[src/common/pchc_pkg.sv]
// Package with shared constants and types for the peak-current PWM hiccup controller
package pchc_pkg;

  // ***************************************************************
  // Duty-limit strap decode
  // ***************************************************************
  typedef enum logic [1:0] {
    pchc_duty_100,
    pchc_duty_75,
    pchc_duty_50
  } pchc_duty_t;

  // Strap states as seen by the pad sensor: tied high, floating, tied low
  localparam logic [1:0] STRAP_RAIL = 2'h2;
  localparam logic [1:0] STRAP_FLOAT = 2'h1;
  localparam logic [1:0] STRAP_GND = 2'h0;

  // ***************************************************************
  // Timing
  // ***************************************************************
  localparam int CLK_MHZ = 200;
  localparam int LOGIC_DELAY_NS = 10;
  localparam int LOGIC_DELAY_CYC = (LOGIC_DELAY_NS * CLK_MHZ + 999) / 1000;
  localparam int CNT_W = 8;
  localparam logic [CNT_W-1:0] CNT_ZERO = 8'h00;
  localparam logic [CNT_W-1:0] CNT_ONE = 8'h01;
  localparam logic [CNT_W-1:0] LOGIC_DELAY = CNT_W'(LOGIC_DELAY_CYC);

  // Previous-duty figure counts in quarters of the switching period
  localparam int PERIOD_W = 16;
  localparam int QUARTER_SHIFT = 2;

  // ***************************************************************
  // Control states
  // ***************************************************************
  typedef enum logic [2:0] {
    pchc_st_gap_sp,
    pchc_st_on,
    pchc_st_off,
    pchc_st_gap_ps,
    pchc_st_rect
  } pchc_phase_t;

  typedef enum logic [1:0] {
    pchc_hc_run,
    pchc_hc_charge,
    pchc_hc_wait
  } pchc_hiccup_t;

endpackage

[src/core/pchc_sync.sv]
// Two-stage synchroniser for a vector of asynchronous inputs
`timescale 1ns/100ps
module pchc_sync #(
  parameter int WIDTH = 1
) (
  input wire logic clk_sys,
  input wire logic resetn,
  input wire logic [WIDTH-1:0] async_in,
  output logic [WIDTH-1:0] sync_out
);

  logic [WIDTH-1:0] meta_r;
  logic [WIDTH-1:0] meta_nxt;
  logic [WIDTH-1:0] sync_nxt;

  always_comb begin
    meta_nxt = async_in;
    sync_nxt = meta_r;
    if (!resetn) begin
      meta_nxt = '0;
      sync_nxt = '0;
    end
  end

  always_ff @(posedge clk_sys) begin
    meta_r <= meta_nxt;
    sync_out <= sync_nxt;
  end

endmodule

[src/core/pchc_ctrl.sv]
// Switching-cycle control: PWM, duty limit, pulse skipping, current limit, hiccup
`timescale 1ns/100ps
module pchc_ctrl #(
  parameter int CW = pchc_pkg::CNT_W,
  parameter int PW = pchc_pkg::PERIOD_W
) (
  input wire logic clk_sys,
  input wire logic resetn,
  input wire logic cycle_start,
  input wire logic clk_high_phase,
  input wire logic [1:0] duty_limit_strap,
  input wire logic peak_cmp,
  input wire logic current_limit_cmp,
  input wire logic error_low_cmp,
  input wire logic soft_start_done_cmp,
  input wire logic hiccup_high_cmp,
  input wire logic hiccup_top_cmp,
  input wire logic hiccup_low_cmp,
  input wire logic [CW-1:0] blank_time_pin,
  input wire logic [CW-1:0] primary_to_rectifier_gap,
  input wire logic [CW-1:0] rectifier_to_primary_gap,
  output logic primary_drive_a,
  output logic primary_drive_b,
  output logic rectifier_drive_a,
  output logic rectifier_drive_b,
  output logic hiccup_charge_en,
  output logic hiccup_pullup_en,
  output logic hiccup_discharge_en,
  output logic soft_start_discharge
);

  // ***************************************************************
  // Input synchronisers
  // ***************************************************************
  localparam int NS = 7;
  logic [NS-1:0] raw_in;
  logic [NS-1:0] syn;
  assign raw_in = {peak_cmp, current_limit_cmp, error_low_cmp, soft_start_done_cmp,
                   hiccup_high_cmp, hiccup_top_cmp, hiccup_low_cmp};

  pchc_sync #(.WIDTH(NS)) u_sync (
    .clk_sys(clk_sys),
    .resetn(resetn),
    .async_in(raw_in),
    .sync_out(syn)
  );

  logic peak_s, ilim_s, err_low_s, ss_done_s, hic_hi_s, hic_top_s, hic_low_s;
  // Peak comparator output already includes the sense offset ahead of COMP/2
  assign {peak_s, ilim_s, err_low_s, ss_done_s, hic_hi_s, hic_top_s, hic_low_s} = syn;

  // ***************************************************************
  // Strap capture at reset release
  // ***************************************************************
  pchc_pkg::pchc_duty_t duty_r, duty_nxt;
  logic duty50;

  always_comb begin
    duty_nxt = duty_r;
    if (!resetn) begin
      if (duty_limit_strap == pchc_pkg::STRAP_GND) begin
        duty_nxt = pchc_pkg::pchc_duty_50;
      end else if (duty_limit_strap == pchc_pkg::STRAP_FLOAT) begin
        duty_nxt = pchc_pkg::pchc_duty_75;
      end else begin
        duty_nxt = pchc_pkg::pchc_duty_100;
      end
    end
  end

  always_ff @(posedge clk_sys) begin
    duty_r <= duty_nxt;
  end

  assign duty50 = (duty_r == pchc_pkg::pchc_duty_50);

  // ***************************************************************
  // Hiccup sequencer
  // ***************************************************************
  pchc_pkg::pchc_hiccup_t hc_r, hc_nxt;
  logic pull_r, pull_nxt, chg_r, chg_nxt;
  logic limit_hit;

  always_comb begin
    hc_nxt = hc_r;
    pull_nxt = pull_r;
    chg_nxt = chg_r;
    if (cycle_start) begin
      chg_nxt = 1'b0;
    end
    if (limit_hit) begin
      chg_nxt = 1'b1;
    end
    case (hc_r)
      pchc_pkg::pchc_hc_run: begin
        if (hic_hi_s) begin
          hc_nxt = pchc_pkg::pchc_hc_charge;
          pull_nxt = 1'b1;
          chg_nxt = 1'b0;
        end
      end
      pchc_pkg::pchc_hc_charge: begin
        chg_nxt = 1'b0;
        if (hic_top_s) begin
          hc_nxt = pchc_pkg::pchc_hc_wait;
          pull_nxt = 1'b0;
        end
      end
      pchc_pkg::pchc_hc_wait: begin
        chg_nxt = 1'b0;
        if (hic_low_s) begin
          hc_nxt = pchc_pkg::pchc_hc_run;
        end
      end
      default: hc_nxt = pchc_pkg::pchc_hc_run;
    endcase
    if (!resetn) begin
      hc_nxt = pchc_pkg::pchc_hc_run;
      pull_nxt = 1'b0;
      chg_nxt = 1'b0;
    end
  end

  always_ff @(posedge clk_sys) begin
    hc_r <= hc_nxt;
    pull_r <= pull_nxt;
    chg_r <= chg_nxt;
  end

  logic halted;
  assign halted = (hc_r != pchc_pkg::pchc_hc_run);

  // ***************************************************************
  // Switching-cycle phase machine
  // ***************************************************************
  pchc_pkg::pchc_phase_t ph_r, ph_nxt;
  logic [CW-1:0] cnt_r, cnt_nxt;
  logic [PW-1:0] per_cnt_r, per_cnt_nxt, per_len_r, per_len_nxt;
  logic [PW-1:0] on_cnt_r, on_cnt_nxt, last_on_r, last_on_nxt;
  logic sel_b_r, sel_b_nxt;
  logic pa_nxt, pb_nxt, ra_nxt, rb_nxt;
  logic min_on_done, short_duty, skip_now, duty_cap, rect_ok;

  assign min_on_done = (cnt_r == pchc_pkg::CNT_ZERO);
  assign limit_hit = (ph_r == pchc_pkg::pchc_st_on) && min_on_done && ilim_s && !halted;
  // Previous on-time under a quarter of the previous period
  assign short_duty = (last_on_r < (per_len_r >> pchc_pkg::QUARTER_SHIFT));
  assign skip_now = err_low_s && short_duty;
  assign rect_ok = ss_done_s && !halted;
  // 75% limit taken from the clock's high phase; only as exact as the clock duty
  assign duty_cap = (duty_r == pchc_pkg::pchc_duty_75) ? !clk_high_phase :
                    (duty50 ? cycle_start : 1'b0);

  always_comb begin
    ph_nxt = ph_r;
    cnt_nxt = (cnt_r == pchc_pkg::CNT_ZERO) ? cnt_r : cnt_r - pchc_pkg::CNT_ONE;
    per_cnt_nxt = per_cnt_r + PW'(1);
    per_len_nxt = per_len_r;
    on_cnt_nxt = on_cnt_r;
    last_on_nxt = last_on_r;
    sel_b_nxt = sel_b_r;
    if (cycle_start) begin
      per_len_nxt = per_cnt_r;
      per_cnt_nxt = '0;
      last_on_nxt = on_cnt_r;
      on_cnt_nxt = '0;
    end
    case (ph_r)
      pchc_pkg::pchc_st_rect, pchc_pkg::pchc_st_off: begin
        if (cycle_start && !halted) begin
          // Alternate in 50% mode; a skip stays on the same drive so counts match
          if (skip_now) begin
            ph_nxt = ph_r;
          end else begin
            if (duty50) begin
              sel_b_nxt = !sel_b_r;
            end
            ph_nxt = pchc_pkg::pchc_st_gap_sp;
            cnt_nxt = rect_ok ? rectifier_to_primary_gap : pchc_pkg::CNT_ZERO;
          end
        end
      end
      pchc_pkg::pchc_st_gap_sp: begin
        if (min_on_done) begin
          ph_nxt = pchc_pkg::pchc_st_on;
          cnt_nxt = blank_time_pin + pchc_pkg::LOGIC_DELAY;
        end
      end
      pchc_pkg::pchc_st_on: begin
        on_cnt_nxt = on_cnt_r + PW'(1);
        if (halted) begin
          ph_nxt = pchc_pkg::pchc_st_off;
        end else if (min_on_done && (peak_s || ilim_s || duty_cap)) begin
          ph_nxt = pchc_pkg::pchc_st_gap_ps;
          cnt_nxt = primary_to_rectifier_gap;
        end
      end
      pchc_pkg::pchc_st_gap_ps: begin
        if (min_on_done) begin
          ph_nxt = pchc_pkg::pchc_st_rect;
        end
      end
      default: ph_nxt = pchc_pkg::pchc_st_off;
    endcase
    if (halted) begin
      ph_nxt = pchc_pkg::pchc_st_off;
    end
    if (!resetn) begin
      ph_nxt = pchc_pkg::pchc_st_off;
      cnt_nxt = '0;
      per_cnt_nxt = '0;
      per_len_nxt = '0;
      on_cnt_nxt = '0;
      last_on_nxt = '0;
      sel_b_nxt = 1'b1;
    end
  end

  always_ff @(posedge clk_sys) begin
    ph_r <= ph_nxt;
    cnt_r <= cnt_nxt;
    per_cnt_r <= per_cnt_nxt;
    per_len_r <= per_len_nxt;
    on_cnt_r <= on_cnt_nxt;
    last_on_r <= last_on_nxt;
    sel_b_r <= sel_b_nxt;
  end

  // ***************************************************************
  // Output drives, all registered
  // ***************************************************************
  always_comb begin
    logic on_next, rect_next;
    on_next = (ph_nxt == pchc_pkg::pchc_st_on);
    // During a skipped cycle rectifiers stay on once soft-start has ended
    rect_next = rect_ok && ((ph_nxt == pchc_pkg::pchc_st_rect) ||
                            (ph_nxt == pchc_pkg::pchc_st_off));
    pa_nxt = on_next && !(duty50 && sel_b_nxt);
    pb_nxt = on_next && duty50 && sel_b_nxt;
    ra_nxt = rect_next && !(duty50 && !sel_b_nxt && on_next);
    rb_nxt = rect_next && duty50;
    if (!resetn) begin
      pa_nxt = 1'b0;
      pb_nxt = 1'b0;
      ra_nxt = 1'b0;
      rb_nxt = 1'b0;
    end
  end

  always_ff @(posedge clk_sys) begin
    primary_drive_a <= pa_nxt;
    primary_drive_b <= pb_nxt;
    rectifier_drive_a <= ra_nxt;
    rectifier_drive_b <= rb_nxt;
    hiccup_charge_en <= chg_nxt;
    hiccup_pullup_en <= pull_nxt;
    hiccup_discharge_en <= resetn && (hc_nxt == pchc_pkg::pchc_hc_wait);
    soft_start_discharge <= resetn && (hc_nxt != pchc_pkg::pchc_hc_run);
  end

endmodule

[config.mk]
export PLATFORM = sky130hd
export DESIGN_NAME = pchc_ctrl
export DESIGN_NICKNAME = d
export VERILOG_FILES = /design/src/common/pchc_pkg.sv /design/src/core/pchc_sync.sv /design/src/core/pchc_ctrl.sv
export SDC_FILE = /design/constraint.sdc
export NUM_CORES = 1
export LEC_CHECK = 0
export BUFFER_PORTS_ARGS = -buffer_cell sky130_fd_sc_hd__buf_2
export CAP_MARGIN = 40
export CORE_MARGIN = 5
export CORE_UTILIZATION = 50
export DETAILED_ROUTE_END_ITERATION = 7
export PLACE_DENSITY = 0.69
export SLEW_MARGIN = 25
export SYNTH_ARGS = -nofsm -noshare
export SYNTH_HDL_FRONTEND = slang
export SYNTH_SLANG_ARGS = --single-unit
[constraint.sdc]
create_clock -name clk_sys -period 3 [get_ports clk_sys]
set_input_delay 0.45 -clock clk_sys [delete_from_list [all_inputs] [get_ports clk_sys]]
set_output_delay 0.45 -clock clk_sys [all_outputs]
set_load 0.005 [all_outputs]
==> results of run 1 <==
power groups by stage:
stage / combinational [mW] / clock [mW] / sequential (mW)
6_report: 0.840 / 0.845 / 1.47
5_1_grt: 0.935 / 0.934 / 1.48
4_1_cts: 0.828 / 0.862 / 1.47
3_5_place_dp: 0.824 / 0 / 1.50
3_3_place_gp: 0.826 / 0 / 1.50
2_1_floorplan: 0.647 / 0 / 1.47
cells by family (layout without fill, tap and decap cells):
family / after synthesis / in the layout / synth area share [%]
AOI/OAI and AO/OA: 90 / 90 / 12.87
DFF: 100 / 100 / 42.11
and+or+nand+nor: 229 / 229 / 23.84
muxes: 41 / 41 / 8.755
buffers and inverters: 45 / 89 / 3.622
adders and majority gates: 17 / 17 / 4.429
xor gates and xnor gates: 24 / 24 / 4.377
cells in the mapped netlist (4+ instances only):
cell,instances,area share [%]
nor4b_1,4,0.73
and2_1,20,2.6
nor3_1,12,1.3
clkbuf_1,13,1.0
nand3_1,24,2.5
nor2_1,82,6.4
dfxtp_1,98,41
ha_1,17,4.4
nand4_1,7,0.91
inv_1,22,1.7
nand2b_1,4,0.52
or3_1,6,0.78
o21ai_0,14,1.5
mux2i_1,33,6.9
xor2_1,15,2.7
xnor2_1,9,1.6
mux2_2,8,1.9
buf_1,6,0.47
a21oi_1,31,3.2
nand2_1,38,3.0
and3_1,9,1.2
cell type report:
| type | count | area [um^2] |
|---|---|---|
| sequential | 100 | 2022 |
| clock buffer | 10 | 137.6 |
| tap | 129 | 161.4 |
| multi-input combinational | 401 | 2606 |
| fill | 864 | 3948 |
| inverter | 22 | 82.58 |
| clock inverter | 6 | 53.80 |
| timing repair buffer | 51 | 272.8 |
sequential cells by signal (all words and copies together), names as in the netlist, 2 cells and up:
name / flops
u_sync.meta_r: 7
last_on_r: 16
duty_r: 2
cnt_r: 8
per_cnt_r: 16
hc_r: 2
u_sync.sync_out: 7
ph_r: 3
on_cnt_r: 16
per_len_r: 14
metal layers:
layer	vias up	wire length (um)
li1	1995	-
met1	1859	5191
met2	89	4966
met3	17	545
met4	0	170
met5	-	0
stage by stage:
stage / hold WS [ns] / setup slack, ns / cell area [um^2]
6_report: 0.2795 / 0.3860 / 5336
5_1_grt: 0.2487 / 0.1279 / 5336
4_1_cts: 0.2678 / 0.4414 / 5336
3_5_place_dp: 0.4193 / 0.4780 / 5145
3_3_place_gp: 0.4136 / 0.4998 / 5145
2_1_floorplan: 0.4119 / 0.8233 / 4802
worst min-delay path by stage:
stage | from | to | slack [ns]
after floorplan | u_sync.meta_r[0]$_SDFF_PN0_ | u_sync.sync_out[0]$_SDFF_PN0_ | 0.41
after CTS | soft_start_done_cmp | u_sync.meta_r[3]$_SDFF_PN0_ | 0.27
after global placement | u_sync.meta_r[0]$_SDFF_PN0_ | u_sync.sync_out[0]$_SDFF_PN0_ | 0.41
final | soft_start_done_cmp | u_sync.meta_r[3]$_SDFF_PN0_ | 0.28
after detailed placement | u_sync.meta_r[0]$_SDFF_PN0_ | u_sync.sync_out[0]$_SDFF_PN0_ | 0.42
after global routing | error_low_cmp | u_sync.meta_r[4]$_SDFF_PN0_ | 0.25
==> impl_results.md, run 1 <==
- Routing usage on met3: 4.179%
- Clock power frac: 26.8%
- Hpwl dp: approximately 8000 um
- Worst Tran Pin Value: ~0.65 ns
- Dpl cells: 703
- Min cycle time layout: 2.614 ns
- Worst slew margin: 56.39%
- Most common cell after layout, fill and taps aside: dfxtp_1
- Root buffer cell: clkbuf_8
- CP startpoint: cnt_r[0]$_SDFF_PN0_
- Antenna violations before repair: 0
- Worst reg2reg startpoint: cnt_r[0]$_SDFF_PN0_
- H-tree levels: 3
- Syn_nets: 600
- Vias per inst: 5.508
- Nets: 639
- Util after Layout: a little under three fifths
- N_diodes: 0
- Std cell rows: 35
- Fin Clk Skew: 0.01284 ns
- EDFF count, synth: 2
- Total number of vias: 3960
- Crit end category: register
- First-pass GRT wire length: 18440 um
- R2R setup slack: 0.39 ns
- Buf/Inv on CP: 1
- Cell area after synthesis: 4802 um^2
- Switching Fraction: between 30% and 40%
- RR Endpoint: cnt_r[7]$_SDFF_PN0_
- Startpoint types: register
- Die W: around 110 um
- Max-slew violation count: 0
- Part of the power in registers: 46.6%
- Routed WL per cell: around 15 um
- Busiest grt layer: met2
- Critical path depth in cells: 8
- Total clock buffers created by CTS: 9
- P_sw: 1.070 mW
- Post-synthesis cell count: 546
- Total power draw: approximately 3.2 mW
- Crit path required time: about 3.3 ns
- Internal: ~2.1 mW
- Peak Freq: 382.6 MHz
- Final Cycle Share: 87.13%
- Initial Util: just over 50%
- Max Root-Sink Buffers: 2
- Maximum vdd drop: about 0.32 mV
- Largest net degree at the start of global routing: 34
- Final setup vio count: 0
- FFs w/ async S/R, synth: 0%
- Share of layout cells above drive strength 1: 14.58%
- Ys flop type: dfxtp_1
- Cells on worst reg2reg path: 8
- Antenna Nets Post-Route: 0
- Overall Global Routing Usage: 19.72%
- Seq cells post-synth: 100
- Logic pwr share: 26.6%
- Vias in the first global route: 3777
- HP Class: in -> reg
- Critical path class: reg -> reg
- CP max stage delay: 0.56 ns
- Grt met1 use: 27.75%
- Gr ovfl total: 0
- Max-cap viol count: 0
- Gp weighted congestion: just over 0.9
- DRC Markers: 0
- RSZ-0062 raised after global routing: no
- Critical path's top delay family: simple AND/OR/NAND/NOR gates
- Area delta synth->final: 11.13%
- Static leakage power: ~2.2 nW
- Crit path to: cnt_r[7]$_SDFF_PN0_
- DRT Wirelength: between 10000 and 15000 um
- Hold path depth: 2
- Synth Area per Inst: 8.795 um^2
- Cts hold-fix bufs: 0
- Slowest cell on crit path: nor4_2
- YS warnings: 0
- Core Area: 9284 um^2
- Ports: 45
- Setup TNS: 0 ns
- Most frequent cells in the layout: dfxtp_1 (98), nor2_1 (82), buf_2 (44), nand2_1 (38), mux2i_1 (33)
- Crit path cell chain: inv_1 > ha_1 > nor4b_1 > nand2_1 > nor4_2 > a21oi_1 > o311ai_0 > o31a_1
- CTS tree: built
- Clock-pin slew on the worst setup and hold paths: 0.11 ns
- # resized after CTS: 0
- Initial DRC count: 176
- Chip height: 108 um
- Power density over cell area: just under 600 nW/um^2
- Final-report hold violation count: 0
- Post-CTS Setup Inserts: 0
- Non-Filler Instances: between 700 and 800
- Sequential share of the synthesized area: 42.11%
- Status: finished, final reports clean
- Worst-Skew Late Latency: between 0.3 and 0.4 ns
- DRT Pass-1 Iters: 4
- Die ar.: 11660 um^2
- Worst path arrival time: 2.93 ns
- Netlist cell types: 69
- Crit-path max FO: 9
- Met2 usage: 30.42%
- Number of port buffers: 44
- Sink Count: 100
Note: power is estimated with default switching activity, not from simulation.
==> run 2, diff against run 1 <==
CORE_ASPECT_RATIO = 0.75   (was not set)
==> impl_results.md, run 2 (synthesis gave the netlist of run 1 again) <==
- Status: finished, final reports clean (unchanged)
- Worst slew margin: 60.83% (was 56.39%)
- DRT Pass-1 Iters: 4 (unchanged)
- Hpwl dp: 8102 um (was 7922 um)
- Worst-Skew Late Latency: 0.34 ns (was 0.37 ns)
- Worst Tran Pin Value: 0.5831 ns (was 0.6488 ns)
- Vias in the first global route: 3763 (was 3777)
- Hold path depth: 2 (unchanged)
- Std cell rows: 31 (was 35)
- H-tree levels: 3 (unchanged)
- Antenna violations before repair: 0 (unchanged)
- Initial Util: 50.53% (was 51.73%)
- Maximum vdd drop: 0.3774 mV (was 0.3172 mV)
- Vias per inst: 5.505 (was 5.508)
- Final Cycle Share: 87.06% (was 87.13%)
- Clock-pin slew on the worst setup and hold paths: 0.07 ns (was 0.11 ns)
- Worst path arrival time: 2.85 ns (was 2.93 ns)
- Total number of vias: 3969 (was 3960)
- # resized after CTS: 0 (unchanged)
- Crit path cell chain: inv_1 > ha_1 > nor4b_1 > nand2_1 > nor2_1 > a221oi_1 > o221ai_1 > a2111oi_2 (was inv_1 > ha_1 > nor4b_1 > nand2_1 > nor4_2 > a21oi_1 > o311ai_0 > o31a_1)
- Crit-path max FO: 9 (unchanged)
- Placed instance area: 5149 um^2 (was 5145 um^2)
- Buf/Inv on CP: 1 (unchanged)
- Max Root-Sink Buffers: 2 (unchanged)
- Gp weighted congestion: 0.8784 (was 0.9266)
- Die ar.: 11680 um^2 (was 11660 um^2)
- Part of the power in registers: 41.9% (was 46.6%)
- RR Endpoint: primary_drive_b$_SDFF_PN0_ (was cnt_r[7]$_SDFF_PN0_)
- Post-CTS Setup Inserts: 0 (unchanged)
- Power density over cell area: 641.2 nW/um^2 (was 591.8 nW/um^2)
- Root buffer cell: clkbuf_16 (was clkbuf_8)
- Startpoint types: register (unchanged)
- Final setup vio count: 0 (unchanged)
- Total clock buffers created by CTS: 9 (unchanged)
- Sink Count: 100 (unchanged)
- Number of port buffers: 44 (unchanged)
- Crit end category: register (unchanged)
- Finished Cell Area: 5448 um^2 (was 5336 um^2)
- Top flop regs: last_on_r (16), on_cnt_r (16), per_cnt_r (16) (unchanged)
- RSZ-0062 raised after global routing: no (unchanged)
- Max-slew violation count: 0 (unchanged)
- Core Area: 9503 um^2 (was 9284 um^2)
- HP Class: in -> reg (unchanged)
- Slowest cell on crit path: dfxtp_1 (was nor4_2)
- Gr ovfl total: 0 (unchanged)
- Cells on worst reg2reg path: 8 (unchanged)
- Static leakage power: 2.205 nW (was 2.161 nW)
- Setup TNS: 0 ns (unchanged)
- R2R setup slack: 0.39 ns (about the same)
- CTS tree: built (unchanged)
- First-pass GRT wire length: 18350 um (was 18440 um)
- DRC Markers: 0 (unchanged)
- Non-Filler Instances: 721 (was 719)
- Routed WL per cell: 15.34 um (was 15.12 um)
- Fin Clk Skew: 0.008542 ns (was 0.01284 ns)
- Crit path required time: 3.24 ns (was 3.32 ns)
- Pre-CTS setup slack: 0.4978 ns (was 0.4780 ns)
- Worst hold endpoint: u_sync.meta_r[5]$_SDFF_PN0_ (was u_sync.meta_r[3]$_SDFF_PN0_)
- Logic pwr share: 24.7% (was 26.6%)
- Peak Freq: 382.9 MHz (was 382.6 MHz)
- Most common cell after layout, fill and taps aside: dfxtp_1 (unchanged)
- Antenna Nets Post-Route: 0 (unchanged)
- DRT Wirelength: 11060 um (was 10870 um)
- Internal: 2.401 mW (was 2.088 mW)
- CP max stage delay: 0.42 ns (was 0.56 ns)
- Chip height: 94.87 um (was 108 um)
- Initial DRC count: 281 (was 176)
- Most frequent cells in the layout: dfxtp_1 (98), nor2_1 (82), buf_2 (44), nand2_1 (38), mux2i_1 (33) (unchanged)
- Min cycle time layout: 2.612 ns (was 2.614 ns)
- Critical path's top delay family: compound AO/OA/AOI/OAI gates (was simple AND/OR/NAND/NOR gates)
- Critical path class: reg -> reg (unchanged)
- Ports: 45 (unchanged)
- P_sw: 1.092 mW (was 1.070 mW)
- Overall Global Routing Usage: 19.88% (was 19.72%)
- Area delta synth->final: 13.44% (was 11.13%)
- Cts hold-fix bufs: 0 (unchanged)
- Dpl cells: 706 (was 703)
- Max-cap viol count: 0 (unchanged)
- Switching Fraction: 31.25% (was 33.88%)
- Largest net degree at the start of global routing: 44 (was 34)
- Final-report hold violation count: 0 (unchanged)
- Worst reg2reg startpoint: cnt_r[0]$_SDFF_PN0_ (unchanged)
- Clock power frac: 33.3% (was 26.8%)
- Die W: 123.2 um (was 108 um)
- N_diodes: 0 (unchanged)
- Nets: 639 (unchanged)
- Fin worst setup slack: 0.3883 ns (was 0.3860 ns)
- Share of layout cells above drive strength 1: 14.43% (was 14.58%)
- Hold Crit Start: current_limit_cmp (was soft_start_done_cmp)
==> run 2: worst max path at each step <==
stage                          startpoint                          to  slack, ns  cells past startpoint
2_1_floorplan         cnt_r[0]$_SDFF_PN0_         cnt_r[1]$_SDFF_PN0_       0.82                      8
3_3_place_gp   per_len_r[15]$_SDFFE_PN0P_         cnt_r[4]$_SDFF_PN0_       0.48                      8
3_5_place_dp          cnt_r[0]$_SDFF_PN0_  primary_drive_b$_SDFF_PN0_       0.50                      8
4_1_cts               cnt_r[0]$_SDFF_PN0_  primary_drive_b$_SDFF_PN0_       0.45                      8
5_1_grt               cnt_r[0]$_SDFF_PN0_         cnt_r[3]$_SDFF_PN0_        0.1                      8
6_report              cnt_r[0]$_SDFF_PN0_  primary_drive_b$_SDFF_PN0_       0.39                      8
==> run 2: per-stage QoR <==
stage | utilization [%] | hold WS [ns] | total power, mW
2_1_floorplan | - | 0.4119 | 2.120
3_3_place_gp | 54.18 | 0.4171 | 2.320
3_5_place_dp | 54.18 | 0.4169 | 2.330
4_1_cts | 57.33 | 0.2986 | 3.493
5_1_grt | 57.33 | 0.2979 | 3.664
6_report | 57.33 | 0.3052 | 3.493
==> run 2: layout make-up <==
type / instances / area, um^2
sequential: 100 / 2022
clock inverter: 6 / 73.82
tap: 132 / 165.2
clock buffer: 9 / 225.2
multi-input combinational: 401 / 2606
fill: 861 / 4055
timing repair buffer: 51 / 272.8
inverter: 22 / 82.58
==> run 2: worst reg2reg max path, delay by kind of cell (launching register included) <==
| family | cells | cell delay, ns |
|---|---|---|
| AO/OA/AOI/OAI | 3 | 1.08 |
| AND/OR/NAND/NOR | 3 | 0.59 |
| flip-flops | 1 | 0.42 |
| adder cells (fa/ha/maj) | 1 | 0.27 |
| buffers and inverters | 1 | 0.14 |
==> run 2: layer usage <==
layer | global-route usage [%] | wire length (um) | part of all wire (%)
met5 | 0 | 0 | 0
met1 | 29.42 | 5728 | 52
met3 | 4.671 | 502 | 4.5
met2 | 29.04 | 4716 | 43
met4 | 4.885 | 110 | 0.99
==> run 2: power groups by stage <==
stage	Combinational, mW	Sequential [mW]	Clock (mW)
6_report	0.864	1.47	1.16
5_1_grt	0.943	1.47	1.25
4_1_cts	0.842	1.46	1.19
3_5_place_dp	0.836	1.49	0
3_3_place_gp	0.829	1.49	0
2_1_floorplan	0.647	1.47	0
==> run 3, diff against run 2 <==
--- a/config.mk
+++ b/config.mk
@@ -12,4 +12,5 @@
 export CORE_UTILIZATION = 50
 export DETAILED_ROUTE_END_ITERATION = 7
+export GPL_TIMING_DRIVEN = 0
 export PLACE_DENSITY = 0.69
 export SLEW_MARGIN = 25
==> constraint.sdc (replaced) <==
create_clock -name clk_sys -period 2.6 [get_ports clk_sys]
set_input_delay 0.39 -clock clk_sys [delete_from_list [all_inputs] [get_ports clk_sys]]
set_output_delay 0.39 -clock clk_sys [all_outputs]
set_load 0.02 [all_outputs]
==> impl_results.md, run 3 (synthesis gave the netlist of run 1 again) <==
- Overall Global Routing Usage: 19.86% (was 19.88%)
- Power density over cell area: 743.1 nW/um^2 (was 641.2 nW/um^2)
- Crit path required time: 2.87 ns (was 3.24 ns)
- Crit end category: register (unchanged)
- Util after Layout: 58.41% (was 57.33%)
- Min cycle time layout: 2.466 ns (was 2.612 ns)
- Initial DRC count: 251 (was 281)
- Status: finished, final reports clean (unchanged)
- Die ar.: 11680 um^2 (unchanged)
- RSZ-0062 raised after global routing: no (unchanged)
- Maximum vdd drop: 0.4975 mV (was 0.3774 mV)
- Gr ovfl total: 0 (unchanged)
- Std cell rows: 31 (unchanged)
- Antenna Nets Post-Route: 0 (unchanged)
- Initial Util: 50.53% (unchanged)
- Crit path cell chain: inv_1 > ha_1 > a2111o_1 > a32oi_2 > nand2_1 > or3_1 > a41oi_1 (was inv_1 > ha_1 > nor4b_1 > nand2_1 > nor2_1 > a221oi_1 > o221ai_1 > a2111oi_2)
- Top flop regs: last_on_r (16), on_cnt_r (16), per_cnt_r (16) (unchanged)
- HP Class: in -> reg (unchanged)
- Worst reg2reg startpoint: per_len_r[3]$_SDFFE_PN0P_ (was cnt_r[0]$_SDFF_PN0_)
- Core Area: 9503 um^2 (unchanged)
- Worst-Skew Late Latency: 0.35 ns (was 0.34 ns)
- Met2 usage: 27.95% (was 29.04%)
- Critical path class: reg -> reg (unchanged)
- Static leakage power: 2.237 nW (was 2.205 nW)
- CP startpoint: per_len_r[3]$_SDFFE_PN0P_ (was cnt_r[0]$_SDFF_PN0_)
- DRT Wirelength: 11310 um (was 11060 um)
- RR Endpoint: cnt_r[4]$_SDFF_PN0_ (was primary_drive_b$_SDFF_PN0_)
- Hold_ws: 0.2436 ns (was 0.3052 ns)
- Max Root-Sink Buffers: 2 (unchanged)
- Routing usage on met3: 5.030% (was 4.671%)
- Vias in the first global route: 3639 (was 3763)
- Final setup vio count: 0 (unchanged)
- Ports: 45 (unchanged)
- Die W: 123.2 um (unchanged)
- Worst Tran Pin Value: 0.7562 ns (was 0.5831 ns)
- Setup TNS: 0 ns (unchanged)
- Share of layout cells above drive strength 1: 15.21% (was 14.43%)
- Most frequent cells in the layout: dfxtp_1 (98), nor2_1 (82), buf_2 (46), nand2_1 (37), mux2i_1 (33) (was dfxtp_1 (98), nor2_1 (82), buf_2 (44), nand2_1 (38), mux2i_1 (33))
- Largest net degree at the start of global routing: 19 (was 44)
- Slowest cell on crit path: a32oi_2 (was dfxtp_1)
- Fin Clk Skew: 0.005250 ns (was 0.008542 ns)
- Startpoint types: register (unchanged)
- Total clock buffers created by CTS: 9 (unchanged)
- Busiest grt layer: met1 (unchanged)
- Grt met1 use: 29.54% (was 29.42%)
- CTS tree: built (unchanged)
- Max-slew violation count: 0 (unchanged)
- Peak Freq: 405.4 MHz (was 382.9 MHz)
- H-tree levels: 3 (unchanged)
- Placed instance area: 5182 um^2 (was 5149 um^2)
- Finished Cell Area: 5550 um^2 (was 5448 um^2)
- Antenna violations before repair: 0 (unchanged)
- Routed WL per cell: 15.35 um (was 15.34 um)
- Number of port buffers: 43 (was 44)
- Crit path to: cnt_r[4]$_SDFF_PN0_ (was primary_drive_b$_SDFF_PN0_)
- Final Cycle Share: 94.86% (was 87.06%)
- Worst path arrival time: 2.73 ns (was 2.85 ns)
- DRT Pass-1 Iters: 4 (unchanged)
- Area delta synth->final: 15.58% (was 13.44%)
- Cells on worst reg2reg path: 7 (was 8)
- Root buffer cell: clkbuf_16 (unchanged)
- Vias per inst: 5.456 (was 5.505)
- Total number of vias: 4021 (was 3969)
- Crit-path max FO: 7 (was 9)
- Worst slew margin: 49.59% (was 60.83%)
- Max-cap viol count: 0 (unchanged)
- Final-report hold violation count: 0 (unchanged)
- Clock-pin slew on the worst setup and hold paths: 0.07 ns (about the same)
- DRC Markers: 0 (unchanged)
- Nets: 654 (was 639)
- Most common cell after layout, fill and taps aside: dfxtp_1 (unchanged)
- Sink Count: 100 (unchanged)
- Gp weighted congestion: 0.9057 (was 0.8784)
- Pre-CTS setup slack: -0.1582 ns (was 0.4978 ns)
- R2R setup slack: 0.13 ns (was 0.39 ns)
- Fin worst setup slack: 0.1336 ns (was 0.3883 ns)
- N_diodes: 0 (unchanged)
- First-pass GRT wire length: 17930 um (was 18350 um)
- Chip height: 94.87 um (unchanged)
- Hpwl dp: 8551 um (was 8102 um)
- CP max stage delay: 0.43 ns (was 0.42 ns)
-- run 3: cell count changes in the layout (fill, tap and decap cells not counted), sizes merged --
cell | previous run | this run
clkinv | 1 | 3
clkbuf | 9 | 23
clkinvlp | 2 | 1
buf | 51 | 52
-- run 3: final cells by class --
type / instances / area (um^2)
fill: 855 / 3953
multi-input combinational: 401 / 2664
sequential: 100 / 2022
clock buffer: 9 / 225.2
timing repair buffer: 44 / 220.2
tap: 132 / 165.2
buffer: 22 / 87.58
clock inverter: 7 / 83.83
inverter: 22 / 82.58
-- run 3: power breakdown --
part | internal, mW | switching (mW)
Sequential | 1.61 | 0.0891
Clock | 0.761 | 0.604
Combinational | 0.438 | 0.620
Total | 2.81 | 1.31
-- run 3: per-layer routing --
| layer | wire length [um] | vias up | part of all wire, % |
|---|---|---|---|
| li1 | - | 2030 | - |
| met1 | 5694 | 1852 | 50 |
| met2 | 4768 | 123 | 42 |
| met3 | 712 | 16 | 6.3 |
| met4 | 138 | 0 | 1.2 |
| met5 | 0 | - | 0 |
-- run 3: worst min-delay path by stage --
stage                                     start                       endpoint  slack [ns]  cells after the start
floorplan           u_sync.meta_r[0]$_SDFF_PN0_  u_sync.sync_out[0]$_SDFF_PN0_        0.41                      1
global placement    u_sync.meta_r[0]$_SDFF_PN0_  u_sync.sync_out[0]$_SDFF_PN0_        0.41                      1
detailed placement  u_sync.meta_r[6]$_SDFF_PN0_  u_sync.sync_out[6]$_SDFF_PN0_        0.42                      1
CTS                              hiccup_low_cmp    u_sync.meta_r[0]$_SDFF_PN0_        0.23                      2
global route                soft_start_done_cmp    u_sync.meta_r[3]$_SDFF_PN0_        0.23                      2
finish                            error_low_cmp    u_sync.meta_r[4]$_SDFF_PN0_        0.24                      2
-- run 3: worst max-delay path: cells and delay by family (launching register included) --
family	cells	cell delay, ns
flops	1	0.33
fa+ha+maj	1	0.27
simple gates	2	0.75
buf+inv	1	0.05
compound gates	3	0.99
-- run 3: what timing repair did --
item	4_1_cts	5_1_grt
cloned	0	0
setup endpoints to repair	12	10
resized for setup	5	6
buffers inserted	0	0
hold buffers	0	0
-- run 3: through the flow --
step                power (mW)  instances
floorplan                2.453        546
global placement         2.685        721
detailed placement       2.704        721
CTS                      4.103        736
global route             4.352        737
finish                   4.125        737
